**src/inc/lscd_defs.vh**
```
// Shared constants for the serial command decoder and its timer
`ifndef LSCD_DEFS_VH
`define LSCD_DEFS_VH

// Three-bit mode identifiers
`define LSCD_ID_READ 3'h6
`define LSCD_ID_WRITE 3'h5
`define LSCD_ID_CMD 3'h4

// Frame field lengths, counted from zero
`define LSCD_ID_LAST 4'h2
`define LSCD_ADDR_LAST 4'h7
`define LSCD_DATA_LAST 4'h3
`define LSCD_CMD_LAST 4'h8

// Power-on defaults of the configuration bits
`define LSCD_DEF_OSC 1'b0
`define LSCD_DEF_BIAS 1'b0
`define LSCD_DEF_DISPLAY 1'b0
`define LSCD_DEF_TB_EN 1'b0
`define LSCD_DEF_WD_EN 1'b0
`define LSCD_DEF_TONE_ON 1'b0
`define LSCD_DEF_PITCH_HI 1'b0
`define LSCD_DEF_EXT_SRC 1'b0
`define LSCD_DEF_IRQ_EN 1'b0
`define LSCD_DEF_RATE 3'h7
`define LSCD_DEF_TEST 1'b0

// Timer chain: prescaler of 256 plus seven divider stages
`define LSCD_CHAIN_W 15
`define LSCD_TOP_BIT 4'he
`define LSCD_TONE_HI_BIT 2
`define LSCD_TONE_LO_BIT 3
`define LSCD_WD_LAST 2'h3

`endif

```
**src/core/lscd_core.v**
```verilog
// Serial frame decoder, display RAM and configuration state
`timescale 1ns/100ps
`include "lscd_defs.vh"

// How it works
// - Read frame: 110, eight address bits MSB first, four data bits out LSB first.
// - Write frame: 101, eight address bits MSB first, four data bits in LSB first.
// - Read-then-update under 101: stored nibble goes out, replacement nibble comes in.
// - Identifiers 110, 101, 100 choose mode; 100 means nine-bit commands, X ignored.
// - Command mode keeps decoding nine-bit groups until chip select rises.
// - Code 0000-0000 stops oscillator and bias; that is the reset state.
// - Code 0000-0001 starts the oscillator, other settings untouched.
// - Code 0000-0010 blanks the display (default); 0000-0011 shows it.
// - Code 0000-0100 disables time base (default); 0000-0110 enables it.
// - Code 0000-0101 disables watchdog flag (default); 0000-0111 enables it.
// - Code 0000-1000 silences both buzzer outputs; silent after reset.
// - Code 0000-1101 clears the time base counter.
// - Code 0000-1111 clears the watchdog stage.
// - Code 0001-10XX selects internal oscillator (default); 0001-11XX external clock.
// - Code 010X sets 4 kHz tone; 0110 sets 2 kHz tone.
// - Code 101X-0nnn sets time base 2^n Hz, watchdog 4 s over 2^n; default n=7.
// - Code 1110-0000 enters test mode; 1110-0011 restores normal (default).
// - Tone and timer derive from the selected internal or external 32 kHz source.
// - Chip select high abandons the mode; a fresh identifier must follow.
// - Watchdog time-out holds interrupt low until watchdog clear or interrupt disable.
// - Time base and watchdog share one divide-by-256 prescaler.
module lscd_core #(
  parameter RAM_DEPTH = 192,
  parameter ADDR_W = 8
) (
  input wire clk,
  input wire rst_b,
  input wire cs_b,
  input wire wr_b,
  input wire rd_b,
  input wire data_in,
  output reg data_out,
  output wire data_oe,
  input wire rc_tick,
  input wire ext_tick,
  output reg osc_on,
  output reg bias_on,
  output reg display_on,
  output reg ext_src,
  output reg test_mode,
  output reg irq_b,
  output reg buzzer_out,
  output reg buzzer_out_b
);

  localparam S_ID = 3'h0;
  localparam S_ADDR = 3'h1;
  localparam S_WR = 3'h2;
  localparam S_RD = 3'h3;
  localparam S_RMW = 3'h4;
  localparam S_CMD = 3'h5;
  localparam S_LOST = 3'h6;

  reg [2:0] state;
  reg [3:0] bit_cnt;
  reg [1:0] id_sh;
  reg read_frame;
  reg [ADDR_W-1:0] addr;
  reg [3:0] wr_sh;
  reg [3:0] rd_sh;
  reg [7:0] cmd_sh;
  reg wr_prev;
  reg rd_prev;
  reg [3:0] ram [0:RAM_DEPTH-1];

  reg tb_en;
  reg wd_en;
  reg tone_on;
  reg pitch_hi;
  reg irq_en;
  reg [2:0] rate;
  reg tb_clear;
  reg wd_clear;

  wire wr_rise;
  wire rd_rise;
  wire rd_fall;
  wire [2:0] id_full;
  wire [ADDR_W-1:0] addr_full;
  wire [3:0] nib_full;
  wire nib_done;
  wire cmd_done;
  wire [3:0] ram_q;
  wire osc_run;
  wire sys_tick;
  wire tb_level;
  wire wd_flag;
  wire tone;

  // Strobes are synchronous to clk, so one stage finds their edges
  assign wr_rise = wr_b & ~wr_prev & ~cs_b;
  assign rd_rise = rd_b & ~rd_prev & ~cs_b;
  assign rd_fall = ~rd_b & rd_prev & ~cs_b;

  // Shift words as they will look after the current bit lands
  assign id_full = {id_sh, data_in};
  assign addr_full = {addr[ADDR_W-2:0], data_in};
  assign nib_full = {data_in, wr_sh[3:1]};
  assign nib_done = wr_rise && state == S_WR && bit_cnt == `LSCD_DATA_LAST;
  assign cmd_done = wr_rise && state == S_CMD && bit_cnt == `LSCD_CMD_LAST;

  // Holes above the populated depth read as zero
  assign ram_q = (addr < RAM_DEPTH) ? ram[addr] : 4'h0;

  // Data pin is driven only in a read phase with the chip selected
  assign data_oe = ~cs_b & (state == S_RD || state == S_RMW);

  // External clock keeps running, so power-down cannot stop it
  assign osc_run = osc_on | ext_src;
  assign sys_tick = ext_src ? ext_tick : rc_tick;

  always @(posedge clk) begin
    if (!rst_b) begin
      wr_prev <= 1'b1;
      rd_prev <= 1'b1;
    end else begin
      wr_prev <= wr_b;
      rd_prev <= rd_b;
    end
  end

  // Frame sequencer; chip select high always drops back to ID
  always @(posedge clk) begin
    if (!rst_b || cs_b) begin
      state <= S_ID;
      bit_cnt <= 4'h0;
      id_sh <= 2'h0;
      read_frame <= 1'b0;
      addr <= {ADDR_W{1'b0}};
      wr_sh <= 4'h0;
      rd_sh <= 4'h0;
      cmd_sh <= 8'h00;
    end else begin
      case (state)
        S_ID: begin
          if (wr_rise) begin
            id_sh <= id_full[1:0];
            bit_cnt <= bit_cnt + 4'h1;
            if (bit_cnt == `LSCD_ID_LAST) begin
              bit_cnt <= 4'h0;
              read_frame <= (id_full == `LSCD_ID_READ);
              case (id_full)
                `LSCD_ID_READ: state <= S_ADDR;
                `LSCD_ID_WRITE: state <= S_ADDR;
                `LSCD_ID_CMD: state <= S_CMD;
                default: state <= S_LOST;
              endcase
            end
          end
        end
        S_ADDR: begin
          if (wr_rise) begin
            addr <= addr_full;
            bit_cnt <= bit_cnt + 4'h1;
            if (bit_cnt == `LSCD_ADDR_LAST) begin
              bit_cnt <= 4'h0;
              state <= read_frame ? S_RD : S_WR;
            end
          end
        end
        S_WR: begin
          if (wr_rise) begin
            wr_sh <= nib_full;
            bit_cnt <= bit_cnt + 4'h1;
            if (bit_cnt == `LSCD_DATA_LAST) begin
              bit_cnt <= 4'h0;
              addr <= addr + {{(ADDR_W-1){1'b0}}, 1'b1};
            end
          end else if (rd_fall && bit_cnt == 4'h0) begin
            // Read strobe before any data bit turns this into a read-then-update
            rd_sh <= ram_q;
            state <= S_RMW;
          end
        end
        S_RD, S_RMW: begin
          if (rd_fall && bit_cnt == 4'h0) begin
            rd_sh <= ram_q;
          end else if (rd_rise) begin
            rd_sh <= {1'b0, rd_sh[3:1]};
            bit_cnt <= bit_cnt + 4'h1;
            if (bit_cnt == `LSCD_DATA_LAST) begin
              bit_cnt <= 4'h0;
              if (state == S_RMW) begin
                state <= S_WR;
              end else begin
                addr <= addr + {{(ADDR_W-1){1'b0}}, 1'b1};
              end
            end
          end
        end
        S_CMD: begin
          if (wr_rise) begin
            cmd_sh <= {cmd_sh[6:0], data_in};
            bit_cnt <= bit_cnt + 4'h1;
            if (bit_cnt == `LSCD_CMD_LAST) begin
              bit_cnt <= 4'h0;
            end
          end
        end
        // Unknown identifier: ignore everything until deselect
        default: state <= S_LOST;
      endcase
    end
  end

  // Read data pin comes from a flop, LSB of the nibble first
  always @(posedge clk) begin
    if (!rst_b) begin
      data_out <= 1'b0;
    end else begin
      data_out <= rd_sh[0];
    end
  end

  // Display RAM holds no reset; software owns its contents
  always @(posedge clk) begin
    if (nib_done && addr < RAM_DEPTH) begin
      ram[addr] <= nib_full;
    end
  end

  // Command decode on the ninth bit; last bit is don't-care
  always @(posedge clk) begin
    if (!rst_b) begin
      osc_on <= `LSCD_DEF_OSC;
      bias_on <= `LSCD_DEF_BIAS;
      display_on <= `LSCD_DEF_DISPLAY;
      tb_en <= `LSCD_DEF_TB_EN;
      wd_en <= `LSCD_DEF_WD_EN;
      tone_on <= `LSCD_DEF_TONE_ON;
      pitch_hi <= `LSCD_DEF_PITCH_HI;
      ext_src <= `LSCD_DEF_EXT_SRC;
      irq_en <= `LSCD_DEF_IRQ_EN;
      rate <= `LSCD_DEF_RATE;
      test_mode <= `LSCD_DEF_TEST;
      tb_clear <= 1'b0;
      wd_clear <= 1'b0;
    end else begin
      tb_clear <= 1'b0;
      wd_clear <= 1'b0;
      if (cmd_done) begin
        casez (cmd_sh)
          8'h00: begin
            osc_on <= 1'b0;
            bias_on <= 1'b0;
          end
          8'h01: osc_on <= 1'b1;
          8'h02: begin
            display_on <= 1'b0;
            bias_on <= 1'b0;
          end
          8'h03: begin
            display_on <= 1'b1;
            bias_on <= 1'b1;
          end
          8'h04: tb_en <= 1'b0;
          8'h06: tb_en <= 1'b1;
          8'h05: wd_en <= 1'b0;
          8'h07: wd_en <= 1'b1;
          8'h08: tone_on <= 1'b0;
          8'h0d: tb_clear <= 1'b1;
          8'h0f: wd_clear <= 1'b1;
          8'b0001_10??: ext_src <= 1'b0;
          8'b0001_11??: ext_src <= 1'b1;
          8'b010?_????: begin
            tone_on <= 1'b1;
            pitch_hi <= 1'b1;
          end
          8'b0110_????: begin
            tone_on <= 1'b1;
            pitch_hi <= 1'b0;
          end
          8'b100?_0???: begin
            irq_en <= 1'b0;
            wd_clear <= 1'b1;
          end
          8'b100?_1???: irq_en <= 1'b1;
          8'b101?_0???: rate <= cmd_sh[2:0];
          8'he0: test_mode <= 1'b1;
          8'he3: test_mode <= 1'b0;
          default: test_mode <= test_mode;
        endcase
      end
    end
  end

  // Timer chain runs only while a clock source is alive
  lscd_timer u_timer (
    .clk(clk),
    .rst_b(rst_b),
    .tick(sys_tick),
    .run(osc_run),
    .rate(rate),
    .tb_clear(tb_clear),
    .wd_clear(wd_clear),
    .pitch_hi(pitch_hi),
    .tb_level(tb_level),
    .wd_flag(wd_flag),
    .tone(tone)
  );

  // Interrupt pin: time base square wave or latched watchdog flag
  always @(posedge clk) begin
    if (!rst_b) begin
      irq_b <= 1'b1;
    end else begin
      irq_b <= ~(irq_en & ((tb_en & tb_level) | (wd_en & wd_flag)));
    end
  end

  // Differential buzzer pair; both low when silent to save current
  always @(posedge clk) begin
    if (!rst_b) begin
      buzzer_out <= 1'b0;
      buzzer_out_b <= 1'b0;
    end else begin
      buzzer_out <= tone_on & osc_run & tone;
      buzzer_out_b <= tone_on & osc_run & ~tone;
    end
  end

endmodule // lscd_core

```
**src/core/lscd_timer.v**
```verilog
// Shared prescaler, time base, watchdog stage and tone divider
`timescale 1ns/100ps
`include "lscd_defs.vh"

module lscd_timer #(
  parameter CHAIN_W = `LSCD_CHAIN_W
) (
  input wire clk,
  input wire rst_b,
  input wire tick,
  input wire run,
  input wire [2:0] rate,
  input wire tb_clear,
  input wire wd_clear,
  input wire pitch_hi,
  output reg tb_level,
  output reg wd_flag,
  output reg tone
);

  reg [CHAIN_W-1:0] chain;
  reg [1:0] wd_stage;
  reg tb_prev;
  wire [3:0] tb_bit;
  wire tb_sel;
  wire period_end;

  // Rate n picks the chain bit toggling at 2^n Hz
  assign tb_bit = `LSCD_TOP_BIT - {1'b0, rate};
  assign tb_sel = chain[tb_bit];
  assign period_end = tb_prev & ~tb_sel;

  // One counter: low eight bits are the shared prescaler
  always @(posedge clk) begin
    if (!rst_b) begin
      chain <= {CHAIN_W{1'b0}};
    end else if (tb_clear) begin
      chain <= {CHAIN_W{1'b0}};
    end else if (run && tick) begin
      chain <= chain + {{(CHAIN_W-1){1'b0}}, 1'b1};
    end
  end

  // Watchdog counts four time-base periods, so 4 s at 1 Hz
  always @(posedge clk) begin
    if (!rst_b) begin
      tb_prev <= 1'b0;
      wd_stage <= 2'h0;
      wd_flag <= 1'b0;
    end else begin
      tb_prev <= tb_sel;
      if (wd_clear) begin
        wd_stage <= 2'h0;
      end else if (period_end) begin
        wd_stage <= wd_stage + 2'h1;
      end
      // Set wins over a clear in the same cycle
      wd_flag <= (period_end && wd_stage == `LSCD_WD_LAST) | (wd_flag & ~wd_clear);
    end
  end

  // Registered outputs so the pins never glitch
  always @(posedge clk) begin
    if (!rst_b) begin
      tb_level <= 1'b0;
      tone <= 1'b0;
    end else begin
      tb_level <= tb_sel;
      tone <= pitch_hi ? chain[`LSCD_TONE_HI_BIT] : chain[`LSCD_TONE_LO_BIT];
    end
  end

endmodule // lscd_timer

```
**config.mk**
```make
export PLATFORM = sky130hd
export DESIGN_NAME = lscd_core
export DESIGN_NICKNAME = d
export VERILOG_FILES = /design/src/core/lscd_core.v /design/src/core/lscd_timer.v
export VERILOG_INCLUDE_DIRS = /design/src /design/src/inc
export SDC_FILE = /design/constraint.sdc
export NUM_CORES = 1
export LEC_CHECK = 0
export BUFFER_PORTS_ARGS = -buffer_cell sky130_fd_sc_hd__buf_4
export CAP_MARGIN = 20
export CORE_ASPECT_RATIO = 2
export CORE_MARGIN = 4
export CORE_UTILIZATION = 45
export CTS_BUF_LIST = sky130_fd_sc_hd__clkbuf_8
export CTS_CLUSTER_SIZE = 8
export DETAILED_ROUTE_END_ITERATION = 16
export PLACE_DENSITY = 0.57
export SLEW_MARGIN = 5
export SYNTH_ARGS = -nofsm -noshare
export SYNTH_HDL_FRONTEND = slang
export SYNTH_SLANG_ARGS = --single-unit
export TNS_END_PERCENT = 30
```
**constraint.sdc**
```tcl
create_clock -name clk -period 4.7 [get_ports clk]
set_input_delay 0.705 -clock clk [delete_from_list [all_inputs] [get_ports clk]]
set_output_delay 0.705 -clock clk [all_outputs]
set_load 0.02 [all_outputs]
```
# Yosys cells after proc, flatten, opt, wreduce, memory -nomap -nowiden
# Memories as Yosys holds them, arrays and structs flattened. A register that Yosys moved wholly into a read port is not among the register bits.
# Cells that the tools add are included.
[totals] reg_bits=75 latch_bits=0 ramBits=768 rom_bits=0 out_inout_bits=10 wordCells=227 memories=1
[classes] addsub=5 mul=0 div=0 n_lt_le_gt_ge=2 eq_ne=47 n_shift=0 mux=58 bitwise_logic=28 n_reduce_logical=54
[memory_table] name="ram" depth=192 width=4 rd=1 rd_clocked_by_memory_dff=1 write_ports=1 line_no="lscd_core.v:69" rtl="reg [3:0] ram [0:RAM_DEPTH-1];"
[ops] operator="$mux 8" n=9
[ops] operator="$mux 4" n=15
[ops] operator="$eq 8x3->1 const B" n=4
[ops] operator="$mux 3" n=10
[ops] operator="$reduce_and 2->1" n=15
[ops] operator="$eq 8x4->1 const B" n=3
[ops] operator="$ne 2x2->1 const B" n=12
[ops] operator="$pmux 8 s3" n=1
[ops] operator="$reduce_bool 2->1" n=11
[ops] operator="$pmux 1 s2" n=10
[ops] operator="$pmux 4 s5" n=1
[ops] operator="$eq 4x4->1 const B" n=4
[ops] operator="$eq 8x2->1 const B" n=2
[ops] operator="$eq 8x8->1 const B" n=2
[ops] operator="$add 15x1->15 const B" n=1
[ops] operator="$and 1x1->1" n=15
[ops] operator="$eq 3x3->1 const B" n=5
[ops] operator="$pmux 3 s5" n=1
[ops] operator="$reduce_or 2->1" n=7
[ops] operator="$eq 6x3->1 const B" n=2
[ops] operator="$reduce_and 11->1" n=1
[ops] operator="$not 1->1" n=10
[ops] operator="$eq 3x2->1 const B" n=3
[ops] operator="$add 8x1->8 const B" n=1
[ops] operator="other kinds (29)" n=49

# Depth between registers and ports, before layout
[logic_depth] word_depth=8 mapped_depth=11

# By module
# A second synthesis with hierarchy kept.
[hier_totals] hier_cells=2144 area_unflattened_um2=35138.7
[modules_own_cells] module="lscd_core" instances=1 cells_each=2035 area_each_um2=34131.5
[modules_own_cells] module="lscd_timer" instances=1 cells_each=109 area_each_um2=1007.2

# Least setup slack after synthesis
# No wires, ideal clock.
[synth_timing] path_type="register -> register" startpoint="reg wr_sh[2]" endpoint="mem ram[0][1] (data pin)" setup_time_ns=0.695 arrival_time_ns=2.633 path_slack_ns=1.372 path_stages_with_launch=1 n_path_buf=0 cell_sequence="dfxtp_1"
[synth_rtl] element="start, declared" line_no="lscd_core.v:64" rtl="reg [3:0] wr_sh;"
[synth_rtl] element="start signal, assigned" line_no="lscd_core.v:168" rtl="wr_sh <= nib_full;"
[synth_rtl] element="end, declared" line_no="lscd_core.v:69"
# Straight into the memory's write port.

# Worst setup path in the final report
[layout_timing] startpoint="reg state[2]" endpoint="mem ram[52][2] (enable)"
[layout_between] elab_chain_len=6
[layout_lines] element="start, declared" line_no="lscd_core.v:59" rtl="reg [2:0] state;"
[layout_lines] element="start signal, assigned" line_no="lscd_core.v:162" rtl="state <= read_frame ? S_RD : S_WR;"
[layout_lines] element="$eq 3x2->1" line_no="lscd_core.v:104" rtl="assign nib_done = wr_rise && state == S_WR && bit_cnt == `LSCD_DATA_LAST;"
[layout_lines] element="$logic_and 1x1->1" line_no="lscd_core.v:104"
[layout_lines] element="$logic_and 1x1->1 (no source line)"
[layout_lines] element="$logic_and 1x1->1" line_no="lscd_core.v:222" rtl="if (nib_done && addr < RAM_DEPTH) begin"
[layout_lines] element="$mux 1" line_no="lscd_core.v:222"
[layout_lines] element="$mux 1 (implied by the code)" line_no="lscd_core.v:223" rtl="ram[addr] <= nib_full;"
# Every way passes these cells.

==> impl_metrics.ini <==
[power_and_ir_drop]
power_density_nw_per_um2 = 346.0
combPwrFrac = 0.005
clock_power_share = 0.378
peakVddDrop_uv = 196.5
p_leak_nw = 11.91
p_int_mw = 10.51
power_frac_seq = 0.617
p_switching_mw = 2.679
switching_share = 0.2032

[hold_path]
hp-class = in -> reg

[setup_path]
cp_slowest_cell = nand3_1
regToRegSetupSlack_ns = 0.92
r2r-start = state[2]
reg2reg_depth = 5
worstPathArrival_ns = 4.17
worstSetupPathType = reg -> reg
worstPathMaxFanout = 21
critPathCapture = ram[52][2]
critPathRequiredTime_ns = 5.08
r2r-end = ram[52][2]
slowest_delay_ns = 0.79
cp_cell_sequence = nor2_1 -> nand3_1 -> nor4_2 -> nand3_1 -> nor2_1
crit_start = state[2]
cp-start-kind = register
setup.worst_path.end_class = register

[sta]
setup_viol = 0
worst_pin_slew_ns = 1.467
hold_viol_final = 0
slew_headroom = 0.02208
clock.fmax_mhz = 264.4
rsz0062_at_grt = false
clock_skew_ns = 0.03313
tns_ns = 0
slew_viol_final = 0
min_period_over_period = 0.8046
min_period_ns = 3.781

[floorplan]
io_pins = 18
die_y_um = 402.7
die_w_um = 205.3
dieArea_um2 = 82690
core_um2 = 77110
num_rows = 144
start_util = 0.4545

[final_layout]
final_util = 0.4942
fill_cells = 6534
drive_gt1_frac = 0.1700
fin_nets = 2186
area_growth_pct = 8.725
mostFrequentLayoutCells = edfxtp_1 (768), nor2_1 (257), mux2i_1 (153)
register_area_um2 = 24730
layout_commonest_cell = edfxtp_1
multi_input_area_um2 = 9414

[run]
maxCapViolCount = 0

[synthesis]
syn_avg_cell_area_um2 = 16.70
yosysTopAreaCellShare = 0.6580
synth.ff_latch_count = 850
synth-async-reset-ratio = 0
yosys.area.top_type = edfxtp_1
yosysWarnings = 0
ys_top_cells_by_area = edfxtp_1 (66%), mux4_2 (7.5%), dfxtp_1 (4.7%)
synthCells = 2099
synth.distinct_cells = 84
synth.net_count = 2117
syn_area_um2 = 35050
synth_edf_count = 768
ys.flop_type = edfxtp_1
synth_seq_area_share = 0.7048

[place]
io_buffers = 17
place_hpwl_mm = 62.46
place_congestion = 0.8930

[routing]
dr.pass1.iters = 6
drc = 0
route.met3.wl_mm = 4.034
m1WireLength_mm = 32.33
wire_per_inst_um = 29.36
dr_total_vias = 19250
via_per_inst = 5.939
highest_layer = met4
wl_met2_mm = 53.05
drtIter0Drc = 1682
drt-total-wl_mm = 95.15
final_antenna_net_count = 0

[cts]
numCtsBuffers = 120
ctsResizeCount = 0
hold_buffers = 0
clkTransAtPathRegs_ns = 0.07
clock_latency_ns = 0.76
post_cts_buffers = 0
htree_levels = 3
clockBufferDepth = 3
cts_tree = yes
cts_root_buf = clkbuf_8
clock_sinks = 850

[global_route]
grt_pass1_vias = 20570
antenna_found_initial = 1
grt_util_all_layers = 0.2306
grt_max_degree = 194
gr-total-overflow = 0
grt_pass1_wl_mm = 137.7

[outcome]
outcome = finished clean
worst min-delay path by stage:
stage / startpoint / endpoint / slack, ns / cells after the start
after floorplan: irq_en / irq_b / 0.37 / 1
final: wr_b / wr_prev / 0.16 / 2
after detailed placement: wd_en / wd_en / 0.47 / 2
after global routing: rd_b / rd_prev / 0.14 / 2
after global placement: wd_en / wd_en / 0.46 / 2
after CTS: wr_b / wr_prev / 0.11 / 2
metrics by stage:
stage / setup slack (ns) / hold slack, ns / cells / power [mW] / area [µm²]
4_1_cts: 1.015 / 0.1056 / 3240 / 13.30 / 38100
6_report: 0.9185 / 0.1623 / 3241 / 13.18 / 38110
5_1_grt: 0.7025 / 0.1411 / 3241 / 13.63 / 38110
3_3_place_gp: 0.8286 / 0.4552 / 3068 / 8.363 / 36210
2_1_floorplan: 1.372 / 0.3676 / 2099 / 8.321 / 35050
3_5_place_dp: 0.7453 / 0.4748 / 3068 / 8.364 / 36210
flip-flops by register name, indices dropped and copies added, names as in the netlist, 2 cells and up, named ones only:
name,count
ram,768
u_timer.chain,15
addr,8
cmd_sh,8
bit_cnt,4
rd_sh,4
rate,3
state,3
wr_sh,3
id_sh,2
u_timer.wd_stage,2
cell type report:
cell class	count	area share
Tap cell	1022	0.03356
Sequential cell	850	0.6489
Multi-Input combinational cell	1096	0.2470
Timing Repair Buffer	83	0.01908
Clock buffer	123	0.04442
Antenna cell	1	0.00006567
Inverter	17	0.001675
Clock inverter	49	0.005286
power by group through the flow:
stage / Sequential [mW] / Clock [mW] / Combinational, mW
after floorplan: 8.30 / 0 / 0.0168
after global placement: 8.30 / 0 / 0.0622
after detailed placement: 8.30 / 0 / 0.0628
after CTS: 8.14 / 5.10 / 0.0629
after global routing: 8.14 / 5.43 / 0.0670
final: 8.14 / 4.98 / 0.0617
cell usage after synthesis, drive strengths merged, types with 3 or more instances:
library cell  number
nor2b             22
nand3b             7
a32o               4
and4               3
buf               61
a211oi            15
a21oi             40
edfxtp           768
a31oi              8
clkbuf            75
nand4b             4
nand2b            19
o221ai             4
mux4             138
o41ai              4
mux2               5
nor4              17
nand4             10
a22oi             14
dfxtp             82
or3b               7
o211ai            10
o31ai             18
and2              12
o21ai             49
ha                10
a221o             10
o311ai             3
inv               17
mux2i            153
nand2             87
o22ai             14
nor4b              5
xor2              14
a221oi            36
nor3b              9
a21boi             6
nor2             259
and3               4
xnor2              3
a22o               3
nand3             31
nor3              12
logic make-up after synthesis:
| logic type | synth area share |
|---|---|
| multiplexers | 0.1362 |
| AO/OA/AOI/OAI | 0.05283 |
| adder cells (fa/ha/maj) | 0.003570 |
| XOR/XNOR | 0.004463 |
| AND/OR/NAND/NOR | 0.07108 |
| buffers and inverters | 0.02699 |
| flip-flops | 0.7048 |
per-layer routing:
layer	GRT usage	vias up
met3	0.03644	206
met1	0.2453	9979
met2	0.4316	651
met4	0.1216	0
met5	0	-
li1	-	8411
worst max-delay path, delay by kind of cell (launching register included):
family / cells / cell delay (ns)
flip-flops: 1 / 0.50
AND/OR/NAND/NOR: 5 / 2.90
(Power assumes the default switching activity.)
